===== src/rtl/mbf_pkg.sv =====
// Shared constants for the MODBUS slave framer.
package mbf_pkg;

	// ----------------------------------------------------------------
	// Clock and timing
	// ----------------------------------------------------------------
	localparam int unsigned CLK_HZ        = 40_000_000;
	localparam int unsigned BAUD_BASE_BPS = 4800;
	localparam int unsigned BIT_CYC_BASE  = CLK_HZ / BAUD_BASE_BPS;
	localparam int unsigned MS_PER_S      = 1000;
	localparam int unsigned MS_CYC        = CLK_HZ / MS_PER_S;
	localparam logic [4:0]  GAP_BASE_MS   = 5'h10;

	// ----------------------------------------------------------------
	// Setting encodings
	// ----------------------------------------------------------------
	localparam logic [1:0] PROTO_VENDOR = 2'h0;
	localparam logic [1:0] PROTO_ASCII  = 2'h1;
	localparam logic [1:0] PROTO_RTU    = 2'h2;
	localparam logic       LEN_8        = 1'h1;
	localparam logic [1:0] PAR_EVEN     = 2'h0;
	localparam logic [1:0] PAR_ODD      = 2'h1;
	localparam logic [1:0] PAR_NONE     = 2'h2;
	localparam logic       STOP_2       = 1'h1;
	localparam logic [7:0] DLY_MIN_MS   = 8'h01;
	localparam logic [7:0] DLY_MAX_MS   = 8'hFA;
	localparam logic [7:0] DLY_DFLT_MS  = 8'h03;
	localparam logic [6:0] STATION_OFF  = 7'h00;
	localparam int unsigned MAX_SLAVES  = 31;

	// ----------------------------------------------------------------
	// Characters, check values and reset levels
	// ----------------------------------------------------------------
	localparam logic [7:0]  CHR_COLON = 8'h3A;
	localparam logic [7:0]  CHR_CR    = 8'h0D;
	localparam logic [7:0]  CHR_LF    = 8'h0A;
	localparam logic [7:0]  CHR_0     = 8'h30;
	localparam logic [7:0]  CHR_9     = 8'h39;
	localparam logic [7:0]  CHR_A     = 8'h41;
	localparam logic [7:0]  CHR_F     = 8'h46;
	localparam logic [15:0] CRC_INIT  = 16'hFFFF;
	localparam logic [15:0] CRC_POLY  = 16'hA001;
	localparam logic [15:0] CRC_GOOD  = 16'h0000;
	localparam logic [7:0]  LRC_GOOD  = 8'h00;
	localparam logic        LINE_IDLE = 1'h1;
	localparam int unsigned RPL_W     = 9;
	localparam int unsigned RPL_DEPTH = 2;

endpackage


===== src/rtl/mbf_buf.sv =====
// Small valid/ready buffer for reply bytes.
`timescale 1ns/1ps
`default_nettype none
module mbf_buf
	import mbf_pkg::*;
#(
	parameter int unsigned W = RPL_W,
	parameter int unsigned D = RPL_DEPTH
)(
	input  wire logic         mclk_in,
	input  wire logic         rstn_in,
	input  wire logic [W-1:0] in_data_in,
	input  wire logic         in_valid_in,
	output logic              in_ready_out,
	output logic [W-1:0]      out_data_out,
	output logic              out_valid_out,
	input  wire logic         out_ready_in
);
	localparam int unsigned AW = (D > 1) ? $clog2(D) : 1;

	logic [W-1:0]  mem_r [D];
	logic [AW-1:0] wp_r;
	logic [AW-1:0] rp_r;
	logic [AW:0]   cnt_r;
	logic          rdy_r;

	function automatic logic [AW-1:0] adv(input logic [AW-1:0] p);
		return (p == AW'(D - 1)) ? '0 : p + 1'b1;
	endfunction

	wire           wr      = in_valid_in && rdy_r;
	wire           rd      = out_ready_in && (cnt_r != '0);
	wire [AW:0]    cnt_nxt = cnt_r + {{AW{1'b0}}, wr} - {{AW{1'b0}}, rd};

	assign in_ready_out  = rdy_r;
	assign out_valid_out = (cnt_r != '0);
	assign out_data_out  = mem_r[rp_r];

	// Ready is registered from the next count, so the writer is stalled exactly while the buffer is full, never late.
	always_ff @(posedge mclk_in or negedge rstn_in) begin
		if (!rstn_in) begin
			wp_r  <= '0;
			rp_r  <= '0;
			cnt_r <= '0;
			rdy_r <= 1'b1;
		end else begin
			if (wr) wp_r <= adv(wp_r);
			if (rd) rp_r <= adv(rp_r);
			cnt_r <= cnt_nxt;
			rdy_r <= (cnt_nxt != (AW + 1)'(D));
		end
	end

	always_ff @(posedge mclk_in) begin
		if (wr) mem_r[wp_r] <= in_data_in;
	end
endmodule
`default_nettype wire


===== src/rtl/mbf_uart.sv =====
// Asynchronous character receiver and transmitter for the framer.
`timescale 1ns/1ps
`default_nettype none
module mbf_uart
	import mbf_pkg::*;
(
	input  wire logic        mclk_in,
	input  wire logic        rstn_in,
	input  wire logic        rxd_in,
	input  wire logic [13:0] bit_cyc_in,
	input  wire logic        bits8_in,
	input  wire logic [1:0]  par_in,
	input  wire logic        stop2_in,
	output logic [7:0]       rx_byte_out,
	output logic             rx_stb_out,
	output logic             rx_err_out,
	input  wire logic [7:0]  tx_byte_in,
	input  wire logic        tx_go_in,
	output logic             tx_busy_out,
	output logic             txd_out
);
	// ----------------------------------------------------------------
	// Receiver
	// ----------------------------------------------------------------
	logic        s1_r;
	logic        s2_r;
	logic        ract_r;
	logic [13:0] rcnt_r;
	logic [3:0]  ridx_r;
	logic [9:0]  rsh_r;

	wire       par_on = (par_in != PAR_NONE);
	wire [3:0] rlen   = 4'h8 + {3'h0, bits8_in} + {3'h0, par_on};
	wire       rdue   = ract_r && (rcnt_r == 14'h0000);
	wire [7:0] rdat   = bits8_in ? rsh_r[7:0] : {1'b0, rsh_r[6:0]};
	wire       rpb    = bits8_in ? rsh_r[8] : rsh_r[7];
	wire       rperr  = par_on && ((^rdat ^ rpb) != (par_in == PAR_ODD));
	wire       rlast  = rdue && (ridx_r == rlen);

	always_ff @(posedge mclk_in or negedge rstn_in) begin
		if (!rstn_in) begin
			s1_r   <= LINE_IDLE;
			s2_r   <= LINE_IDLE;
			ract_r <= 1'b0;
			rcnt_r <= '0;
			ridx_r <= '0;
			rsh_r  <= '0;
		end else begin
			s1_r <= rxd_in;
			s2_r <= s1_r;
			if (!ract_r) begin
				if (!s2_r) begin
					ract_r <= 1'b1;
					rcnt_r <= bit_cyc_in >> 1;
					ridx_r <= '0;
				end
			end else if (rdue) begin
				rcnt_r <= bit_cyc_in - 14'h0001;
				ridx_r <= ridx_r + 4'h1;
				if ((ridx_r == 4'h0 && s2_r) || rlast) ract_r <= 1'b0;
				else if (ridx_r != 4'h0) rsh_r[ridx_r - 4'h1] <= s2_r;
			end else begin
				rcnt_r <= rcnt_r - 14'h0001;
			end
		end
	end

	// A missing stop bit or a parity mismatch is reported with the byte.
	always_ff @(posedge mclk_in or negedge rstn_in) begin
		if (!rstn_in) begin
			rx_stb_out  <= 1'b0;
			rx_byte_out <= '0;
			rx_err_out  <= 1'b0;
		end else begin
			rx_stb_out <= rlast;
			if (rlast) begin
				rx_byte_out <= rdat;
				rx_err_out  <= rperr || !s2_r;
			end
		end
	end

	// ----------------------------------------------------------------
	// Transmitter
	// ----------------------------------------------------------------
	logic [11:0] tsh_r;
	logic [3:0]  tleft_r;
	logic [13:0] tcnt_r;

	wire [7:0]  tdat = bits8_in ? tx_byte_in : {1'b0, tx_byte_in[6:0]};
	wire        tpb  = par_on ? (^tdat ^ (par_in == PAR_ODD)) : LINE_IDLE;
	wire [11:0] tw   = bits8_in ? {2'b11, tpb, tdat, 1'b0} : {3'b111, tpb, tdat[6:0], 1'b0};
	wire [3:0]  tlen = 4'h9 + {3'h0, bits8_in} + {3'h0, par_on} + {3'h0, stop2_in == STOP_2};

	always_ff @(posedge mclk_in or negedge rstn_in) begin
		if (!rstn_in) begin
			txd_out     <= LINE_IDLE;
			tx_busy_out <= 1'b0;
			tsh_r       <= '0;
			tleft_r     <= '0;
			tcnt_r      <= '0;
		end else if (tx_go_in && !tx_busy_out) begin
			tx_busy_out <= 1'b1;
			txd_out     <= tw[0];
			tsh_r       <= tw >> 1;
			tleft_r     <= tlen - 4'h1;
			tcnt_r      <= bit_cyc_in - 14'h0001;
		end else if (tx_busy_out) begin
			if (tcnt_r != 14'h0000) begin
				tcnt_r <= tcnt_r - 14'h0001;
			end else if (tleft_r == 4'h0) begin
				tx_busy_out <= 1'b0;
			end else begin
				txd_out <= tsh_r[0];
				tsh_r   <= tsh_r >> 1;
				tleft_r <= tleft_r - 4'h1;
				tcnt_r  <= bit_cyc_in - 14'h0001;
			end
		end
	end
endmodule
`default_nettype wire


===== src/rtl/mbf_framer.sv =====
// MODBUS slave message framer: ASCII and RTU receive, address filter and reply.
//
// Function
// Protocol code 0 vendor link, 1 ASCII framing, 2 RTU framing; on code 0 the framer has no vendor link and stays inert.
// Station number 1 to 127; zero disables all replies.
// Baud code 0..3 selects 4800, 9600, 19200, 38400 bit/s.
// Length code 0 gives 7-bit characters, code 1 gives 8-bit.
// RTU framing always uses 8-bit characters.
// Parity code 0 even, 1 odd, 2 no parity bit.
// Stop code 0 one stop bit, 1 two stop bits when sending.
// Reply delay 1 to 250 ms, default 3.
// Settings come only from the console side, never from the line.
// One request goes to one slave, which answers once.
// ASCII frame: colon, two hex address chars, payload, hex LRC, CR LF.
// ASCII colon in any state restarts reception with that colon.
// Reply only when the received station equals our own.
// Station zero never replies, even on a matching address.
// The reply carries the station number as received.
// LRC: two's complement of the byte sum, address to payload end.
// ASCII frame completes on LF and is then handed on.
// RTU frame: one address byte, binary payload, two CRC bytes.
// CRC-16 from 0xFFFF, reflected polynomial 0xA001, byte-wise.
// CRC low byte goes on the line first.
// RTU frame ends after 16, 8, 4 or 2 ms of silence.
// The master never mixes protocols on one line.
// Up to 31 slaves share one master.
// Driver stays off for at least the reply delay after a request.
// The master waits 10 ms after a reply before its next request.
// The master times out after two seconds and retries twice.
// A frame with a bad LRC or CRC is dropped silently.
// A parity or framing error drops the whole frame; an error on the closing LF of an ASCII frame does not.
`timescale 1ns/1ps
`default_nettype none
module mbf_framer
	import mbf_pkg::*;
#(
	parameter int unsigned P_BIT_CYC = BIT_CYC_BASE,
	parameter int unsigned P_MS_CYC  = MS_CYC
)(
	input  wire logic       mclk_in,
	input  wire logic       rstn_in,
	input  wire logic       rxd_in,
	output logic            txd_out,
	output logic            de_out,
	input  wire logic [1:0] proto_in,
	input  wire logic [6:0] station_number_setting_in,
	input  wire logic [1:0] baud_in,
	input  wire logic       len_in,
	input  wire logic [1:0] parity_in,
	input  wire logic       stop_in,
	input  wire logic [7:0] reply_delay_setting_in,
	output logic [7:0]      pay_byte_out,
	output logic            pay_valid_out,
	output logic            frame_ok_out,
	output logic            frame_drop_out,
	input  wire logic [7:0] rep_byte_in,
	input  wire logic       rep_last_in,
	input  wire logic       rep_valid_in,
	output logic            rep_ready_out
);
	typedef enum logic [2:0] {RX_IDLE, RX_AHI, RX_ALO, RX_DHI, RX_DLO, RX_LF, RX_RDAT} mbf_rx_t;
	typedef enum logic [3:0] {
		TX_IDLE, TX_WAIT, TX_SOF, TX_AHI, TX_ALO, TX_DHI,
		TX_DLO, TX_CHI, TX_CLO, TX_CR, TX_LF, TX_END
	} mbf_tx_t;

	// ----------------------------------------------------------------
	// Character helpers
	// ----------------------------------------------------------------
	function automatic logic [4:0] hex_dec(input logic [7:0] c);
		logic [4:0] r;
		r = 5'h00;
		if (c >= CHR_0 && c <= CHR_9) r = {1'b1, c[3:0]};
		else if (c >= CHR_A && c <= CHR_F) r = {1'b1, c[3:0] + 4'h9};
		return r;
	endfunction

	function automatic logic [7:0] hex_enc(input logic [3:0] n);
		return (n < 4'hA) ? CHR_0 + {4'h0, n} : CHR_A + {4'h0, n - 4'hA};
	endfunction

	function automatic logic [15:0] crc_step(input logic [15:0] c, input logic [7:0] b);
		logic [15:0] r;
		r = c ^ {8'h00, b};
		for (int i = 0; i < 8; i++) begin
			r = r[0] ? ((r >> 1) ^ CRC_POLY) : (r >> 1);
		end
		return r;
	endfunction

	// ----------------------------------------------------------------
	// Settings
	// ----------------------------------------------------------------
	// The settings are plain ports owned by the console side; nothing received can alter them.
	wire        is_asc  = (proto_in == PROTO_ASCII);
	wire        is_rtu  = (proto_in == PROTO_RTU);
	wire        active  = is_asc || is_rtu;
	wire        bits8   = is_rtu || (len_in == LEN_8);
	wire [13:0] bit_cyc = 14'(P_BIT_CYC >> baud_in);
	wire [4:0]  gap_lim = GAP_BASE_MS >> baud_in;
	wire        st_on   = (station_number_setting_in != STATION_OFF);
	wire [7:0]  dly_eff = (reply_delay_setting_in < DLY_MIN_MS) ? DLY_MIN_MS :
		(reply_delay_setting_in > DLY_MAX_MS) ? DLY_MAX_MS : reply_delay_setting_in;

	// ----------------------------------------------------------------
	// Line engine and reply buffer
	// ----------------------------------------------------------------
	logic [7:0] rx_byte;
	logic       rx_stb;
	logic       rx_err;
	logic       u_busy;
	logic       go_r;
	logic [7:0] chr_r;
	logic [7:0] buf_b;
	logic       buf_last;
	logic       buf_v;
	logic       pop;

	mbf_uart u_uart (
		.mclk_in     (mclk_in),
		.rstn_in     (rstn_in),
		.rxd_in      (rxd_in),
		.bit_cyc_in  (bit_cyc),
		.bits8_in    (bits8),
		.par_in      (parity_in),
		.stop2_in    (stop_in),
		.rx_byte_out (rx_byte),
		.rx_stb_out  (rx_stb),
		.rx_err_out  (rx_err),
		.tx_byte_in  (chr_r),
		.tx_go_in    (go_r),
		.tx_busy_out (u_busy),
		.txd_out     (txd_out)
	);

	// Reply bytes wait here while the turnaround delay runs; a full buffer stalls the source.
	mbf_buf #(
		.W (RPL_W),
		.D (RPL_DEPTH)
	) u_buf (
		.mclk_in       (mclk_in),
		.rstn_in       (rstn_in),
		.in_data_in    ({rep_last_in, rep_byte_in}),
		.in_valid_in   (rep_valid_in),
		.in_ready_out  (rep_ready_out),
		.out_data_out  ({buf_last, buf_b}),
		.out_valid_out (buf_v),
		.out_ready_in  (pop)
	);

	// ----------------------------------------------------------------
	// Millisecond timebase and silence timer
	// ----------------------------------------------------------------
	logic [15:0] ms_cnt_r;
	logic [4:0]  gap_r;
	logic        good;
	mbf_rx_t     rx_st_r;
	mbf_rx_t     rx_st_nxt;
	mbf_tx_t     tx_st_r;
	mbf_tx_t     tx_nxt;

	wire ms_tick = (ms_cnt_r == 16'(P_MS_CYC - 1));

	always_ff @(posedge mclk_in or negedge rstn_in) begin
		if (!rstn_in) begin
			ms_cnt_r <= '0;
			gap_r    <= '0;
		end else begin
			ms_cnt_r <= (rx_stb || good || ms_tick) ? 16'h0000 : ms_cnt_r + 16'h0001;
			if (rx_stb) gap_r <= '0;
			else if (ms_tick) gap_r <= gap_r + 5'h01;
		end
	end

	// ----------------------------------------------------------------
	// Receive framing
	// ----------------------------------------------------------------
	logic [7:0]  addr_r;
	logic [3:0]  nib_r;
	logic [7:0]  lrc_r;
	logic [15:0] crc_r;
	logic        bad_r;
	logic [1:0]  pv_r;
	logic [7:0]  p0_r;
	logic [7:0]  p1_r;

	// The line is half duplex, so nothing is taken while a reply is pending or going out.
	wire       rx_take   = rx_stb && active && (tx_st_r == TX_IDLE);
	wire [4:0] hx        = hex_dec(rx_byte);
	wire       hok       = hx[4];
	wire       colon     = rx_take && is_asc && (rx_byte == CHR_COLON);
	wire       asc_st    = rx_take && is_asc && !colon;
	wire [7:0] pair_b    = {nib_r, hx[3:0]};
	wire       nib_ld    = asc_st && hok && (rx_st_r == RX_AHI || rx_st_r == RX_DHI);
	wire       addr_ld_a = asc_st && hok && (rx_st_r == RX_ALO);
	wire       rtu_first = rx_take && is_rtu && (rx_st_r == RX_IDLE);
	wire       push_asc  = asc_st && hok && (rx_st_r == RX_DLO);
	wire       push_rtu  = rx_take && is_rtu && (rx_st_r == RX_RDAT);
	wire       push      = push_asc || push_rtu;
	wire [7:0] push_b    = is_rtu ? rx_byte : pair_b;
	// The check bytes trail the payload, so one byte (ASCII) or two (RTU) are held back.
	wire       pipe_full = is_rtu ? (pv_r == 2'h2) : (pv_r == 2'h1);
	wire [7:0] emit_b    = is_rtu ? p1_r : p0_r;
	wire       addr_ok   = st_on && (addr_r == {1'b0, station_number_setting_in});
	wire       end_asc   = asc_st && (rx_st_r == RX_LF) && (rx_byte == CHR_LF);
	wire       end_rtu   = is_rtu && (rx_st_r == RX_RDAT) && ms_tick && !rx_stb &&
		(gap_r == gap_lim - 5'h01);
	wire       frame_end = end_asc || end_rtu;
	wire       sum_ok    = is_rtu ? (crc_r == CRC_GOOD) : (lrc_r == LRC_GOOD);

	assign good = frame_end && !bad_r && sum_ok && pipe_full && addr_ok;

	always_comb begin
		rx_st_nxt = rx_st_r;
		if (!active) begin
			rx_st_nxt = RX_IDLE;
		end else if (colon) begin
			rx_st_nxt = RX_AHI;
		end else if (rx_take) begin
			case (rx_st_r)
				RX_IDLE: rx_st_nxt = is_rtu ? RX_RDAT : RX_IDLE;
				RX_AHI:  rx_st_nxt = hok ? RX_ALO : RX_IDLE;
				RX_ALO:  rx_st_nxt = hok ? RX_DHI : RX_IDLE;
				RX_DHI:  rx_st_nxt = (rx_byte == CHR_CR) ? RX_LF : (hok ? RX_DLO : RX_IDLE);
				RX_DLO:  rx_st_nxt = hok ? RX_DHI : RX_IDLE;
				RX_LF:   rx_st_nxt = RX_IDLE;
				RX_RDAT: rx_st_nxt = RX_RDAT;
				default: rx_st_nxt = RX_IDLE;
			endcase
		end else if (end_rtu) begin
			rx_st_nxt = RX_IDLE;
		end
	end

	always_ff @(posedge mclk_in or negedge rstn_in) begin
		if (!rstn_in) rx_st_r <= RX_IDLE;
		else rx_st_r <= rx_st_nxt;
	end

	always_ff @(posedge mclk_in or negedge rstn_in) begin
		if (!rstn_in) begin
			addr_r <= '0;
			nib_r  <= '0;
			lrc_r  <= '0;
			crc_r  <= CRC_INIT;
		end else begin
			if (nib_ld) nib_r <= hx[3:0];
			if (addr_ld_a) addr_r <= pair_b;
			else if (rtu_first) addr_r <= rx_byte;
			if (colon) lrc_r <= LRC_GOOD;
			else if (addr_ld_a || push_asc) lrc_r <= lrc_r + pair_b;
			if (rtu_first) crc_r <= crc_step(CRC_INIT, rx_byte);
			else if (push_rtu) crc_r <= crc_step(crc_r, rx_byte);
		end
	end

	// Any damaged character but the closing LF of an ASCII frame spoils the frame; a restart reloads the mark from the error flag of its first character.
	always_ff @(posedge mclk_in or negedge rstn_in) begin
		if (!rstn_in) bad_r <= 1'b0;
		else if (colon || rtu_first) bad_r <= rx_err;
		else if (rx_take && rx_err) bad_r <= 1'b1;
	end

	always_ff @(posedge mclk_in or negedge rstn_in) begin
		if (!rstn_in) begin
			pv_r <= '0;
			p0_r <= '0;
			p1_r <= '0;
		end else if (colon || rtu_first) begin
			pv_r <= '0;
		end else if (push) begin
			p1_r <= p0_r;
			p0_r <= push_b;
			if (!pipe_full) pv_r <= pv_r + 2'h1;
		end
	end

	// Payload goes out one byte (ASCII) or two (RTU) behind its arrival; the frame verdict follows at its end.
	always_ff @(posedge mclk_in or negedge rstn_in) begin
		if (!rstn_in) begin
			pay_byte_out   <= '0;
			pay_valid_out  <= 1'b0;
			frame_ok_out   <= 1'b0;
			frame_drop_out <= 1'b0;
		end else begin
			pay_valid_out  <= push && pipe_full && addr_ok;
			if (push) pay_byte_out <= emit_b;
			frame_ok_out   <= good;
			frame_drop_out <= frame_end && !good;
		end
	end

	// ----------------------------------------------------------------
	// Reply sequencer
	// ----------------------------------------------------------------
	logic [7:0]  dly_cnt_r;
	logic [7:0]  tlrc_r;
	logic [15:0] tcrc_r;
	logic [7:0]  cur_r;
	logic        cur_last_r;
	logic        de_r;
	logic [7:0]  chr;
	logic        send;

	wire       can_send = !u_busy && !go_r;
	wire [7:0] lrc_neg  = LRC_GOOD - tlrc_r;
	wire       dly_done = ms_tick && (dly_cnt_r == dly_eff - 8'h01);

	always_comb begin
		chr    = CHR_CR;
		tx_nxt = tx_st_r;
		send   = 1'b0;
		pop    = 1'b0;
		case (tx_st_r)
			TX_IDLE: if (good) tx_nxt = TX_WAIT;
			TX_WAIT: if (dly_done) tx_nxt = is_asc ? TX_SOF : TX_AHI;
			TX_SOF: begin
				chr  = CHR_COLON;
				send = can_send;
				if (can_send) tx_nxt = TX_AHI;
			end
			TX_AHI: begin
				chr  = is_asc ? hex_enc(addr_r[7:4]) : addr_r;
				send = can_send;
				if (can_send) tx_nxt = is_asc ? TX_ALO : TX_DHI;
			end
			TX_ALO: begin
				chr  = hex_enc(addr_r[3:0]);
				send = can_send;
				if (can_send) tx_nxt = TX_DHI;
			end
			TX_DHI: begin
				chr  = is_asc ? hex_enc(buf_b[7:4]) : buf_b;
				send = can_send && buf_v;
				pop  = send;
				if (send) tx_nxt = is_asc ? TX_DLO : (buf_last ? TX_CHI : TX_DHI);
			end
			TX_DLO: begin
				chr  = hex_enc(cur_r[3:0]);
				send = can_send;
				if (can_send) tx_nxt = cur_last_r ? TX_CHI : TX_DHI;
			end
			TX_CHI: begin
				chr  = is_asc ? hex_enc(lrc_neg[7:4]) : tcrc_r[7:0];
				send = can_send;
				if (can_send) tx_nxt = TX_CLO;
			end
			TX_CLO: begin
				chr  = is_asc ? hex_enc(lrc_neg[3:0]) : tcrc_r[15:8];
				send = can_send;
				if (can_send) tx_nxt = is_asc ? TX_CR : TX_END;
			end
			TX_CR: begin
				chr  = CHR_CR;
				send = can_send;
				if (can_send) tx_nxt = TX_LF;
			end
			TX_LF: begin
				chr  = CHR_LF;
				send = can_send;
				if (can_send) tx_nxt = TX_END;
			end
			TX_END: if (can_send) tx_nxt = TX_IDLE;
			default: tx_nxt = TX_IDLE;
		endcase
	end

	always_ff @(posedge mclk_in or negedge rstn_in) begin
		if (!rstn_in) begin
			tx_st_r   <= TX_IDLE;
			go_r      <= 1'b0;
			chr_r     <= '0;
			dly_cnt_r <= '0;
		end else begin
			tx_st_r   <= tx_nxt;
			go_r      <= send;
			if (send) chr_r <= chr;
			if (tx_st_r != TX_WAIT) dly_cnt_r <= '0;
			else if (ms_tick) dly_cnt_r <= dly_cnt_r + 8'h01;
		end
	end

	always_ff @(posedge mclk_in or negedge rstn_in) begin
		if (!rstn_in) begin
			tlrc_r     <= '0;
			tcrc_r     <= CRC_INIT;
			cur_r      <= '0;
			cur_last_r <= 1'b0;
		end else if (tx_st_r == TX_WAIT) begin
			tlrc_r <= LRC_GOOD;
			tcrc_r <= CRC_INIT;
		end else if (send && tx_st_r == TX_AHI) begin
			tlrc_r <= tlrc_r + addr_r;
			tcrc_r <= crc_step(tcrc_r, addr_r);
		end else if (pop) begin
			tlrc_r     <= tlrc_r + buf_b;
			tcrc_r     <= crc_step(tcrc_r, buf_b);
			cur_r      <= buf_b;
			cur_last_r <= buf_last;
		end
	end

	// The driver is enabled only after the delay and released once the last bit is out.
	always_ff @(posedge mclk_in or negedge rstn_in) begin
		if (!rstn_in) de_r <= 1'b0;
		else if (tx_st_r == TX_WAIT && dly_done) de_r <= 1'b1;
		else if (tx_st_r == TX_END && can_send) de_r <= 1'b0;
	end

	assign de_out = de_r;
endmodule
`default_nettype wire


===== config.mk =====
export PLATFORM = sky130hd
export DESIGN_NAME = mbf_framer
export DESIGN_NICKNAME = d
export VERILOG_FILES = /design/src/rtl/mbf_pkg.sv /design/src/rtl/mbf_buf.sv /design/src/rtl/mbf_uart.sv /design/src/rtl/mbf_framer.sv
export SDC_FILE = /design/constraint.sdc
export NUM_CORES = 1
export LEC_CHECK = 0
export ABC_AREA = 1
export CAP_MARGIN = 20
export CELL_PAD_IN_SITES_DETAIL_PLACEMENT = 1
export CELL_PAD_IN_SITES_GLOBAL_PLACEMENT = 1
export CORE_ASPECT_RATIO = 0.75
export CORE_MARGIN = 1.5
export CORE_UTILIZATION = 45
export DETAILED_ROUTE_END_ITERATION = 7
export DONT_BUFFER_PORTS = 1
export GPL_TIMING_DRIVEN = 0
export PLACE_DENSITY_LB_ADDON = 0.1
export REMOVE_ABC_BUFFERS = 1
export SKIP_CTS_REPAIR_TIMING = 1
export SLEW_MARGIN = 0
export SYNTH_ARGS = -nofsm -noshare
export SYNTH_HDL_FRONTEND = slang
export SYNTH_HIERARCHICAL = 1
export SYNTH_SLANG_ARGS = --single-unit

===== constraint.sdc =====
create_clock -name mclk_in -period 6.2 [get_ports mclk_in]
set_clock_uncertainty 0.05 [all_clocks]
set_input_delay 1.24 -clock mclk_in [delete_from_list [all_inputs] [get_ports mclk_in]]
set_output_delay 1.24 -clock mclk_in [all_outputs]
set_load 0.01 [all_outputs]

Word level (Yosys, flattened, before mapping). Memory sizes are Yosys's and may differ from the RTL's. Index checks and enable logic that the tools add are counted.

$add $sub $neg: 45. Magnitude comparators: 14. Equal/unequal tests: 53. Shifts and indexed selects: 2. Muxes and demuxes: 148. Bitwise logic cells: 42. Reduce and logical (&&, ||, !) cells: 94.

Operators with widths (count): 16-bit two-way mux (38); 8-bit two-way mux (25); 14-bit two-way mux (7); 2-bit NOT with 3-bit output (32); 4-bit two-way mux (19); 8-bit one-hot mux with 8 select lines (1); 7-bit by 4-bit adder with 8-bit output (first input constant) (6); 12-bit two-way mux (4); 4-bit one-hot mux with 12 select lines (1); 16-bit by 8-bit XOR with 16-bit output (3); 1-bit logical AND (43); 6-bit by 4-bit adder with 7-bit output (first input constant) (6); 14-bit by 1-bit subtractor with 14-bit output (second input constant) (3); 2-bit inequality test (second input constant) (16); 1-bit two-way mux (28); 8-bit adder (3); 4-bit < comparator (second input constant) (6); 4-bit subtractor (second input constant) (6); 3-bit two-way mux (7); 5-bit two-way mux (4); 2-bit nonzero test (10); 2-bit two-way mux (9); 16-bit by 1-bit adder with 16-bit output (second input constant) (1); 16-bit == test (second input constant) (1); other kinds (69) (119).

Bits in registers: 219. Memory bits (writable): 18. Memories kept: 1.

Memory list: u_buf.mem_r (words 2, width 9, rd ports 1, clocked after memory_dff 0, wr ports 1, line mbf_buf.sv:21) `logic [W-1:0] mem_r [D];`.

Logic depth before layout (Yosys ltp). Gate-level depths: netlist of run 1. An unclocked memory read counts as a cell.

Depth in word-level cells: 21. Gate-level depth with buffers: 21. Mapped depth without buffers: 20.

Hierarchy. Netlist of run 1, hierarchy kept.

By module, submodules not included: mbf_framer (instances 1, cells each 1545, area an instance 10880.4 um2); mbf_uart (instances 1, cells each 665, area an instance 4853.4 um2); mbf_buf (instances 1, cells each 79, area an instance 933.4 um2).

Least setup slack after synthesis of run 1. OpenSTA, ideal clock, no wires.

Kind: input-to-reg. Start point: in proto_in[0]. End point: reg u_uart.rx_byte_out[6]. Setup time: 0.119 ns. Arrival time: 3.598 ns. Data required time: 6.031 ns. Slack: 2.433 ns. Stages on the path: 13. Path buffers: 4. Cell sequence: inv_1 > ha_1 > buf_2 > buf_1 > clkbuf_1 > or2_2 > ha_1 > xor2_1 > nor4_4 > nand3_4 > buf_6 > nand2_1 > o21ai_2.

Longest elaborated chain between the ends: 6.

RTL lines: start: declaration (line mbf_framer.sv:45) `input wire logic [1:0] proto_in,`; 2-bit == test (line mbf_framer.sv:96) `wire is_rtu = (proto_in == PROTO_RTU);`; 1-bit logical OR (line mbf_framer.sv:98) `wire bits8 = is_rtu || (len_in == LEN_8);`; net bits8 (line mbf_framer.sv:98); 4-bit by 1-bit adder with 4-bit output (2 in a row) (line mbf_uart.sv:33) `wire [3:0] rlen = 4'h8 + {3'h0, bits8_in} + {3'h0, par_on};`; 4-bit == test (line mbf_uart.sv:38) `wire rlast = rdue && (ridx_r == rlen);`; 1-bit logical AND (line mbf_uart.sv:38); end signal: assignment (line mbf_uart.sv:77) `rx_byte_out <= rdat;`; end: declaration (line mbf_uart.sv:14) `output logic [7:0] rx_byte_out,`.

The timed path passes the listed nets, and every way through them passes these cells. A chain may end at the register's enable or synchronous reset.

Worst setup path in the final report of run 1.
Start point: reg tx_st_r[3]. End point: reg tlrc_r[5].

Longest elaborated chain between the ends: 6. Elaborated cells between the ends (all ways): 17. Those cells by class: 10 x eq/ne; 4 x mux; 3 x reduce/logical.

RTL lines: start: declaration (line mbf_framer.sv:159) `mbf_tx_t tx_st_r;`; start signal: assignment (line mbf_framer.sv:375) `tx_st_r <= tx_nxt;`; 4-bit by 2-bit == test with 1-bit output (tied with other cells) (line mbf_framer.sv:314, mbf_framer.sv:392); 8-bit OR reduction (no line); 1-bit one-hot mux with 2 select lines (line mbf_framer.sv:314) `case (tx_st_r)`; 1-bit logical AND (line mbf_framer.sv:392) `end else if (send && tx_st_r == TX_AHI) begin`; 8-bit two-way mux (line mbf_framer.sv:392); 8-bit two-way mux (line mbf_framer.sv:389) `end else if (tx_st_r == TX_WAIT) begin`; end signal: assignment (line mbf_framer.sv:393) `tlrc_r <= tlrc_r + addr_r;`; end signal: assignment (line mbf_framer.sv:396) `tlrc_r <= tlrc_r + buf_b;`; end: declaration (line mbf_framer.sv:297) `logic [7:0] tlrc_r;`.

Several ways; a longest one is shown, not always the timed one.

==> impl_metrics.ini, run 1 <==
[timing]
slew_headroom_pct = 36.9
finalSetupViolCount = 0
layout_setup_ws_ps = 2100
maximum_achievable_frequency_mhz = 244
rsz0062_at_grt = no
setup_tns_ps = 0
min_period_ps = 4100
timing_max_transition_violations_final = 0
finalHoldWorstSlack_ps = 306
portion_of_the_clock_cycle_consumed_by_the_worst_path_in_the_final_layout_pct = 66.1
worst-slew-pin-transition_ps = 943
number_of_hold_slack_violations_in_the_final_timing_report = 0

[clock_network]
cts_htree_levels = 1
clock_sinks = 235
cts_tree = built
cts-buffers-inserted = 28
worstSkewPairLatency_ps = 570
cts-root-to-sink-buffers = 3
cts.clk_slew.worst_paths_ps = 60
cts_root_buf = sky130_fd_sc_hd__clkbuf_16

[routing]
drc = 0
post_dr_wirelength_cell_um = 18.6
total_wirelength_um = 52100
drtAntennaViolNets = 0
drt_iter0_drc = 939
dr_total_vias = 15500
drt_pre_antenna_iters = 5
routed_via_density = 5.54

[floorplan]
core_area_um2 = 36200
ios = 50
std_cell_rows = 60
die_w_um = 225
die_y_extent_um = 170
die-area_um2 = 38200
starting_density_of_the_core_pct = 46.1

[cells_and_area]
layout-area-overhead-vs-synth_pct = 8.36
final_layout_size_suffix_gt1_share_pct = 8.93
antenna_cells_inserted = 0
fin_nets = 2397
fill_cells = 4608
instances_no_fill = 2803

[placement]
gpl.final_weighted_congestion = 0.919
placed_cells_incl_taps = 2750
dp_slack_ps = 2080
io_buffers = 0
hpwl_um = 38900

[critical_path]
crit_arrival_ps = 4500
crit_path_end_kind = register
cp_max_fo = 28
rrSetupSlack_ps = 2100
crit_chain = inv_2, nand2_1, nor2_4, nand2_2, nand2_2, nand2_4, o21ai_0, inv_1, ha_1, a31oi_1, inv_1, a21oi_1, nor2_1, nor2_1, xor2_1, o22ai_1
critPathLaunchType = register
crit_buf_inv = 3
timing.critical_path.required_ps = 6600
cp_slowest_cell = sky130_fd_sc_hd__o21ai_0
capture_point_of_the_worst_reg_to_reg_path = tlrc_r[5]
worst_path_largest_cell_delay_ps = 710
r2r_start = tx_st_r[3]
worst-r2r-cell-count = 16
critPathTopFamily = simple AND/OR/NAND/NOR gates
critical_path_class = reg2reg

[synthesis]
postSynth.topFlopCell = sky130_fd_sc_hd__dfrtp_1
post-synth-top-area-fraction_pct = 27.2
synth-async-reset-ratio_pct = 92.3
post_synth_inst_count = 2289
netlist_area_um2 = 16700
post_synth_main_area_contributors = sky130_fd_sc_hd__dfrtp_1 (27%), sky130_fd_sc_hd__nand2_1 (15%), sky130_fd_sc_hd__inv_1 (6.4%)
yosysWarnings = 6
synth_enable_flop_cells = 18
avgSynthCellArea_um2 = 7.28
yosysMostFrequentCell = sky130_fd_sc_hd__nand2_1
synth_largest_area_cell = sky130_fd_sc_hd__dfrtp_1
synth_top_cells_by_count = sky130_fd_sc_hd__nand2_1 (652), sky130_fd_sc_hd__inv_1 (286), sky130_fd_sc_hd__nor2_1 (188)
synth_seq_cells = 235
synth_cell_type_count = 65
yosysSeqAreaShare_pct = 36.1

[status]
outcome = finished, final reports clean

[job]
maxCapViolCount = 0

[worst_hold_path]
min-delay-path-class = in2async

[pwr]
ir_worst_vdd_uv = 193
pwr_cell_area_nw_per_um2 = 322
leakage_uw = 0.00869

[global_routing]
first_pass_grt_wire_length_um = 84800
grt-ovfl-total = 0
groute.usage.overall_pct = 27.7
antenna_found_initial = 0
grt_start_max_net_pins = 218
grt_pass1_vias = 15900
[final cells by class]
| class | count | area (um2) | share of cell area, % |
|---|---|---|---|
| clock inverter | 11 | 143 | 0.790 |
| timing repair buffer | 2 | 20.0 | 0.111 |
| multi-input combinational | 1703 | 9230 | 51.1 |
| inverter | 315 | 1190 | 6.57 |
| clock buffer | 41 | 841 | 4.66 |
| sequential | 235 | 6020 | 33.3 |
| tap | 496 | 621 | 3.44 |
[cells by family (layout without fill, tap and decap cells)]
logic type / after synthesis / count (layout) / synth area share (%)
simple gates: 1157 / 1157 / 30.6
buf+inv: 356 / 369 / 8.62
compound gates: 348 / 348 / 12.6
flops: 235 / 235 / 36.1
xor+xnor: 104 / 104 / 5.47
fa+ha+maj: 76 / 76 / 5.84
mux: 12 / 12 / 0.758
other cells: 1 / 6 / 0.0225
[per-stage QoR]
stage          cell area [um2]  total power (uW)  utilization (%)
2_1_floorplan            16400              3450                -
6_report                 18100              5810             49.9
3_3_place_gp             17100              3900             47.1
3_5_place_dp             17100              4020             47.2
5_1_grt                  18100              6180             49.9
4_1_cts                  18100              5830             49.9
[state kept, by name, summed over array words and instances (netlist names), 8 cells and up]
register	count
u_buf/mem_r	18
crc_r	16
ms_cnt_r	16
tcrc_r	16
u_uart/rcnt_r	14
u_uart/tcnt_r	14
u_uart/tsh_r	11
u_uart/rsh_r	9
addr_r	8
chr_r	8
dly_cnt_r	8
lrc_r	8
p0_r	8
p1_r	8
pay_byte_out	8
tlrc_r	8
u_uart/rx_byte_out	8
[power by group]
group,internal (uW),switching [uW]
Clock,1060,703
Sequential,1790,188
Combinational,672,1390
Total,3530,2280
[metal layers]
layer,track usage (%),share of wire [%],up-vias
met1,39.7,48,7688
met3,4.05,5.1,60
li1,-,-,7436
met2,43.9,45,332
met5,0,0,-
met4,6.36,2.0,0
[how the worst max path moves through the flow]
stage | startpoint | end | slack, ps | depth (start not counted)
after detailed placement | proto_in[1] | tx_st_r[1] | 2080 | 11
after floorplan | proto_in[0] | u_uart/rx_err_out | 2630 | 10
after CTS | tx_st_r[3] | tlrc_r[5] | 2150 | 16
after global routing | tx_st_r[0] | tlrc_r[5] | 1740 | 17
final | tx_st_r[3] | tlrc_r[5] | 2100 | 16
after global placement | proto_in[0] | crc_r[8] | 1530 | 10
[placed cells by master (no fill, tap or decap), types with 36 or more instances in the layout]
| master | synthesis | layout |
|---|---|---|
| sky130_fd_sc_hd__a21oi_1 | 63 | 63 |
| sky130_fd_sc_hd__dfrtp_1 | 181 | 181 |
| sky130_fd_sc_hd__dfstp_2 | 36 | 36 |
| sky130_fd_sc_hd__ha_1 | 73 | 73 |
| sky130_fd_sc_hd__inv_1 | 286 | 286 |
| sky130_fd_sc_hd__nand2_1 | 652 | 652 |
| sky130_fd_sc_hd__nand3_1 | 157 | 157 |
| sky130_fd_sc_hd__nand4_1 | 43 | 43 |
| sky130_fd_sc_hd__nor2_1 | 188 | 188 |
| sky130_fd_sc_hd__nor3_1 | 37 | 37 |
| sky130_fd_sc_hd__o21ai_0 | 146 | 146 |
| sky130_fd_sc_hd__xnor2_1 | 47 | 47 |
| sky130_fd_sc_hd__xor2_1 | 57 | 57 |
(Power assumes the default switching activity.)
==> inputs of run 2 (changes only) <==
--- a/config.mk
+++ b/config.mk
@@ -11,7 +11,7 @@
 export CELL_PAD_IN_SITES_GLOBAL_PLACEMENT = 1
 export CORE_ASPECT_RATIO = 0.75
 export CORE_MARGIN = 1.5
-export CORE_UTILIZATION = 45
+export CORE_UTILIZATION = 44
 export DETAILED_ROUTE_END_ITERATION = 7
 export DONT_BUFFER_PORTS = 1
 export GPL_TIMING_DRIVEN = 0
==> constraint.sdc (replaced) <==
create_clock -name mclk_in -period 3.3 [get_ports mclk_in]
set_clock_uncertainty 0.05 [all_clocks]
set_input_delay 0.66 -clock mclk_in [delete_from_list [all_inputs] [get_ports mclk_in]]
set_output_delay 0.66 -clock mclk_in [all_outputs]
set_load 0.01 [all_outputs]
==> impl_metrics.ini, run 2 (synthesized netlist as in run 1, its figures left out) <==
[critical_path]
critPathLaunchType = register
worst-r2r-cell-count = 12
rrSetupSlack_ps = 160
capture_point_of_the_worst_reg_to_reg_path = p0_r[0]
critical_path_cell_count = 12
crit_arrival_ps = 3520
crit_chain = inv_2, nand2_1, nor2_4, nand3_4, inv_2, nand3_1, nand2_1, inv_2, nand2_4, clkinv_2, nand2_1, o21ai_0
critical_path_class = reg2reg
crit_buf_inv = 4
critPathLaunch = tx_st_r[2]
cp_slowest_cell = sky130_fd_sc_hd__nand3_1
critPathTopFamily = simple AND/OR/NAND/NOR gates
cp-endpoint = p0_r[0]
crit_path_end_kind = register
timing.critical_path.required_ps = 3680
worst_path_largest_cell_delay_ps = 490
r2r_start = tx_st_r[2]
cp_max_fo = 21

[pwr]
finalPower_uw = 11400
pwr_cell_area_nw_per_um2 = 615
ir_worst_vdd_uv = 365
leakage_uw = 0.00883

[placement]
place_area_um2 = 17100
io_buffers = 0
hpwl_um = 39100
dp_slack_ps = -618
placed_cells_incl_taps = 2758
gpl.final_weighted_congestion = 0.926

[status]
outcome = complete, but fails checks
violations = negative hold slack

[floorplan]
die_w_um = 228
std_cell_rows = 61
die-area_um2 = 39100
ios = 50
starting_density_of_the_core_pct = 44.8
core_area_um2 = 37200
die_y_extent_um = 172

[routing]
drt_pre_antenna_iters = 5
routed_via_density = 5.48
drt_iter0_drc = 992
drtAntennaViolNets = 0
dr_total_vias = 15500
drc = 0
total_wirelength_um = 52800
post_dr_wirelength_cell_um = 18.7

[cells_and_area]
flip_flop_count_of_the_largest_register_all_copies_and_words_added = 18
layout.cells.most_common_list = sky130_fd_sc_hd__nand2_1 (648), sky130_fd_sc_hd__inv_1 (281), sky130_fd_sc_hd__nor2_1 (186)
instances_no_fill = 2829
commonest_non_fill_non_tap_cell_in_the_layout = sky130_fd_sc_hd__nand2_1
fin_nets = 2418
antenna_cells_inserted = 0
layout-area-overhead-vs-synth_pct = 10.9
top_register_by_number_of_flip_flops = u_buf/mem_r
fin_area_um2 = 18500
final_layout_size_suffix_gt1_share_pct = 11.2

[clock_network]
cts.clk_slew.worst_paths_ps = 70
cts_tree = built
clock_sinks = 235
cts-root-to-sink-buffers = 3
cts_htree_levels = 1
cts-buffers-inserted = 27
cts_root_buf = sky130_fd_sc_hd__clkbuf_16
worstSkewPairLatency_ps = 560

[global_routing]
first_pass_grt_wire_length_um = 84400
groute.usage.overall_pct = 26.7
grt_start_max_net_pins = 218
grt-ovfl-total = 0
antenna_found_initial = 0
grt_pass1_vias = 15700

[timing]
worst-slew-pin-transition_ps = 988
finalHoldWorstSlack_ps = -239
setup_tns_ps = 0
slew_headroom_pct = 33.9
finalSetupViolCount = 0
timing_max_transition_violations_final = 0
portion_of_the_clock_cycle_consumed_by_the_worst_path_in_the_final_layout_pct = 95.2
min_period_ps = 3140
layout_setup_ws_ps = 160
maximum_achievable_frequency_mhz = 318
number_of_hold_slack_violations_in_the_final_timing_report = 206

[job]
maxCapViolCount = 0

[worst_hold_path]
min-delay-path-class = in2async
==> run 2: cell types whose count changed in the layout (fill, tap and decap cells not counted), moves of 7 or more <==
cell / before / now
sky130_fd_sc_hd__buf_4: 0 / 22
sky130_fd_sc_hd__bufinv_16: 3 / 11
sky130_fd_sc_hd__dfrtp_2: 0 / 10
sky130_fd_sc_hd__o21ai_2: 24 / 31
sky130_fd_sc_hd__o21ai_0: 146 / 139
sky130_fd_sc_hd__dfrtp_1: 181 / 171
==> run 2: how the worst min path moves through the flow <==
stage                  endpoint  slack (ps)  cells after the start
6_report              addr_r[5]        -240                      0
5_1_grt               addr_r[5]        -270                      0
4_1_cts        u_uart/tcnt_r[6]        -260                      0
3_5_place_dp        u_uart/s2_r         300                      0
3_3_place_gp        u_uart/s2_r         300                      0
2_1_floorplan       u_uart/s2_r         300                      0
==> run 2: worst register-to-register path, stage by stage (launching register included) <==
cell                       delay (ps)
sky130_fd_sc_hd__dfrtp_1          460
sky130_fd_sc_hd__inv_2            130
sky130_fd_sc_hd__nand2_1          210
sky130_fd_sc_hd__nor2_4           230
sky130_fd_sc_hd__nand3_4          160
sky130_fd_sc_hd__inv_2            140
sky130_fd_sc_hd__nand3_1          490
sky130_fd_sc_hd__nand2_1          350
sky130_fd_sc_hd__inv_2            130
sky130_fd_sc_hd__nand2_4          250
sky130_fd_sc_hd__clkinv_2         240
sky130_fd_sc_hd__nand2_1          110
sky130_fd_sc_hd__o21ai_0           80
==> run 2: layer usage <==
| layer | global-route usage, % | vias up | part of all wire [%] |
|---|---|---|---|
| met4 | 4.84 | 0 | 1.7 |
| met1 | 38.8 | 7661 | 48 |
| met3 | 3.95 | 48 | 5.0 |
| met2 | 42.7 | 310 | 45 |
| li1 | - | 7476 | - |
| met5 | 0 | - | 0 |
==> run 2: cell type report <==
cell class	instances	area (um2)
Tap cell	504	631
Multi-Input combinational cell	1704	9370
Fill cell	4721	18700
Inverter	315	1200
Clock buffer	33	708
Clock inverter	15	352
Timing Repair Buffer	23	193
Sequential cell	235	6030
==> run 2: metrics by stage <==
step                      util [%]  hold slack, ps
final                         49.7            -239
after global routing          49.7            -268
after CTS                     48.8            -264
after detailed placement      46.0             298
after global placement        45.9             299
after floorplan                  -             295
==> run 2: power by group <==
group          leakage (uW)  total [uW]  switching (uW)  internal (uW)
registers           0.00273        3730             357           3370
clock network      0.000509        3680            1310           2380
logic               0.00559        3950            2660           1300
total               0.00883       11400            4320           7040
==> inputs of run 3 (changes only) <==
--- a/config.mk
+++ b/config.mk
@@ -21,5 +21,4 @@
 export SLEW_MARGIN = 0
 export SYNTH_ARGS = -nofsm -noshare
 export SYNTH_HDL_FRONTEND = slang
-export SYNTH_HIERARCHICAL = 1
 export SYNTH_SLANG_ARGS = --single-unit
==> impl_metrics.ini, run 3 <==
[timing]
worst-slew-pin-transition_ps = 1040
maximum_achievable_frequency_mhz = 303
setup_tns_ps = 0
number_of_hold_slack_violations_in_the_final_timing_report = 189
layout_setup_ws_ps = 2.65
timing_max_transition_violations_final = 0
rsz0062_at_grt = yes
min_period_ps = 3300
slew_headroom_pct = 30.4
finalHoldWorstSlack_ps = -275
portion_of_the_clock_cycle_consumed_by_the_worst_path_in_the_final_layout_pct = 99.9
finalSetupViolCount = 0

[synthesis]
post_synthesis_compound_gate_area_fraction_pct = 13.6
yosysSeqAreaShare_pct = 39.0
post_synth_inst_count = 2000
postSynth.topFlopCell = sky130_fd_sc_hd__dfrtp_1
synth_enable_flop_cells = 18
synth_adder_area_share_pct = 6.15
synth_seq_cells = 235
synth_simple_gate_area_share_pct = 25.5
synth_largest_area_cell = sky130_fd_sc_hd__dfrtp_1
post-synth-top-area-fraction_pct = 29.4
post_synthesis_share_of_cell_area_spent_on_xor_and_xnor_gates_pct = 6.53
synth-async-reset-ratio_pct = 92.3
synth_top_cells_by_count = sky130_fd_sc_hd__nand2_1 (494), sky130_fd_sc_hd__inv_1 (262), sky130_fd_sc_hd__dfrtp_1 (181)
netlist_area_um2 = 15400
yosysMostFrequentCell = sky130_fd_sc_hd__nand2_1
synth_cell_type_count = 65
yosysWarnings = 0
post_synth_main_area_contributors = sky130_fd_sc_hd__dfrtp_1 (29%), sky130_fd_sc_hd__nand2_1 (12%), sky130_fd_sc_hd__inv_1 (6.4%)
synth_top_family_by_area = simple AND/OR/NAND/NOR gates
avgSynthCellArea_um2 = 7.71
synth.mux.area_fraction_pct = 0.649

[pwr]
finalPower_uw = 10600
ir_worst_vdd_uv = 549
leakage_uw = 0.00825
p_int_uw = 6540
power.combinational.fraction_pct = 33.6
seq_power_share_pct = 35.4
pwr-share-clk_pct = 31.0
pwr_cell_area_nw_per_um2 = 617
switchingPower_uw = 4040
p_sw_share_pct = 38.2

[status]
outcome = complete, but fails checks
violations = negative hold slack

[routing]
dr_total_vias = 13700
drtAntennaViolNets = 0
total_wirelength_um = 47300
routed_via_density = 5.47
drc = 0
drt_pre_antenna_iters = 5
post_dr_wirelength_cell_um = 18.9
drt_iter0_drc = 925

[floorplan]
core_area_um2 = 34600
ios = 50
std_cell_rows = 59
die-area_um2 = 36200
die_w_um = 219
die_y_extent_um = 165
starting_density_of_the_core_pct = 44.5

[cells_and_area]
layout-area-overhead-vs-synth_pct = 11.3
top_register_by_number_of_flip_flops = u_buf.mem_r
final_layout_size_suffix_gt1_share_pct = 11.7
post-route-util_pct = 49.6
fin_nets = 2131
layout.cells.most_common_list = sky130_fd_sc_hd__nand2_1 (489), sky130_fd_sc_hd__inv_1 (251), sky130_fd_sc_hd__dfrtp_1 (170)
commonest_non_fill_non_tap_cell_in_the_layout = sky130_fd_sc_hd__nand2_1
flip_flop_count_of_the_largest_register_all_copies_and_words_added = 18
fin_area_um2 = 17200
antenna_cells_inserted = 0

[global_routing]
groute.usage.overall_pct = 26.0
grt-ovfl-total = 0
grt_start_max_net_pins = 218
grt_pass1_vias = 13700
antenna_found_initial = 0
first_pass_grt_wire_length_um = 75000

[critical_path]
crit_arrival_ps = 3690
critPathLaunch = u_uart.rx_byte_out[0]
critPathLaunchType = register
rrSetupSlack_ps = 3
worst-r2r-cell-count = 21
capture_point_of_the_worst_reg_to_reg_path = lrc_r[7]
cp_max_fo = 5
critical_path_class = reg2reg
timing.critical_path.required_ps = 3690
crit_path_end_kind = register
cp-endpoint = lrc_r[7]
r2r_start = u_uart.rx_byte_out[0]

[clock_network]
cts-root-to-sink-buffers = 3
cts_root_buf = sky130_fd_sc_hd__clkbuf_16
cts-buffers-inserted = 28
clock_sinks = 235
worstSkewPairLatency_ps = 580
cts_htree_levels = 1
cts_tree = built
cts.clk_slew.worst_paths_ps = 60

[placement]
place_area_um2 = 15700
hpwl_um = 34200
dp_slack_ps = -677
io_buffers = 0
gpl.final_weighted_congestion = 0.903

[worst_hold_path]
min-delay-path-class = in2async

[job]
maxCapViolCount = 0
-- run 3: worst min-delay path by stage --
stage	start	endpoint	cells past startpoint
2_1_floorplan	u_uart.s1_r	u_uart.s2_r	0
3_3_place_gp	u_uart.s1_r	u_uart.s2_r	0
3_5_place_dp	u_uart.s1_r	u_uart.s2_r	0
4_1_cts	rstn_in	u_uart.rcnt_r[8]	0
5_1_grt	rstn_in	u_uart.rcnt_r[8]	0
6_report	rstn_in	u_uart.rcnt_r[7]	0
-- run 3: logic make-up (layout without fill, tap and decap cells) --
| kind of cell | count (synthesis) | in the layout |
|---|---|---|
| AOI/OAI and AO/OA | 349 | 349 |
| xor gates and xnor gates | 114 | 114 |
| adders and majority gates | 74 | 74 |
| buffers and inverters | 325 | 365 |
| DFF | 235 | 235 |
| muxes | 10 | 10 |
| and+or+nand+nor | 893 | 894 |
-- run 3: critical path, stage by stage, from the launching register on --
cell and delay [ps]:
sky130_fd_sc_hd__dfrtp_2 430, sky130_fd_sc_hd__inv_4 70, sky130_fd_sc_hd__ha_1 210, sky130_fd_sc_hd__inv_1 90, sky130_fd_sc_hd__nand2_1 60, sky130_fd_sc_hd__a32o_2 290, sky130_fd_sc_hd__nand2_4 90, sky130_fd_sc_hd__buf_4 130
sky130_fd_sc_hd__nand2_1 70, sky130_fd_sc_hd__xor2_1 140, sky130_fd_sc_hd__nand2_1 110, sky130_fd_sc_hd__inv_1 100, sky130_fd_sc_hd__ha_1 330, sky130_fd_sc_hd__nand2_1 90, sky130_fd_sc_hd__nand2_1 90, sky130_fd_sc_hd__a21oi_2 60
sky130_fd_sc_hd__or2_4 230, sky130_fd_sc_hd__nand2_2 60, sky130_fd_sc_hd__a21oi_2 60, sky130_fd_sc_hd__or2_2 270, sky130_fd_sc_hd__nand3_1 60, sky130_fd_sc_hd__o21ai_1 60
-- run 3: area by class of cell --
| cell class | count | area (um2) |
|---|---|---|
| tap | 457 | 572 |
| sequential | 235 | 6030 |
| clock inverter | 11 | 169 |
| fill | 4289 | 17500 |
| inverter | 285 | 1100 |
| timing repair buffer | 30 | 277 |
| multi-input combinational | 1441 | 8230 |
| clock buffer | 39 | 782 |
-- run 3: metrics by stage --
step / std cells / hold slack (ps)
after floorplan: 1960 / 295
after global placement: 2417 / 296
after detailed placement: 2417 / 302
after CTS: 2467 / -290
after global routing: 2498 / -292
final: 2498 / -275
-- run 3: power by group through the flow --
stage	Clock, uW	Sequential (uW)	Combinational (uW)
4_1_cts	3330	3730	3460
6_report	3280	3750	3560
3_5_place_dp	0	3780	3430
2_1_floorplan	0	3660	2580
5_1_grt	3440	3800	4010
3_3_place_gp	0	3760	3280
-- run 3: per-layer routing --
| layer | up-vias | track usage (%) | wire (um) |
|---|---|---|---|
| met3 | 61 | 3.06 | 2110 |
| met5 | - | 0 | 0 |
| met4 | 0 | 4.67 | 910 |
| met1 | 6726 | 38.0 | 22600 |
| li1 | 6604 | - | - |
| met2 | 268 | 41.9 | 21600 |
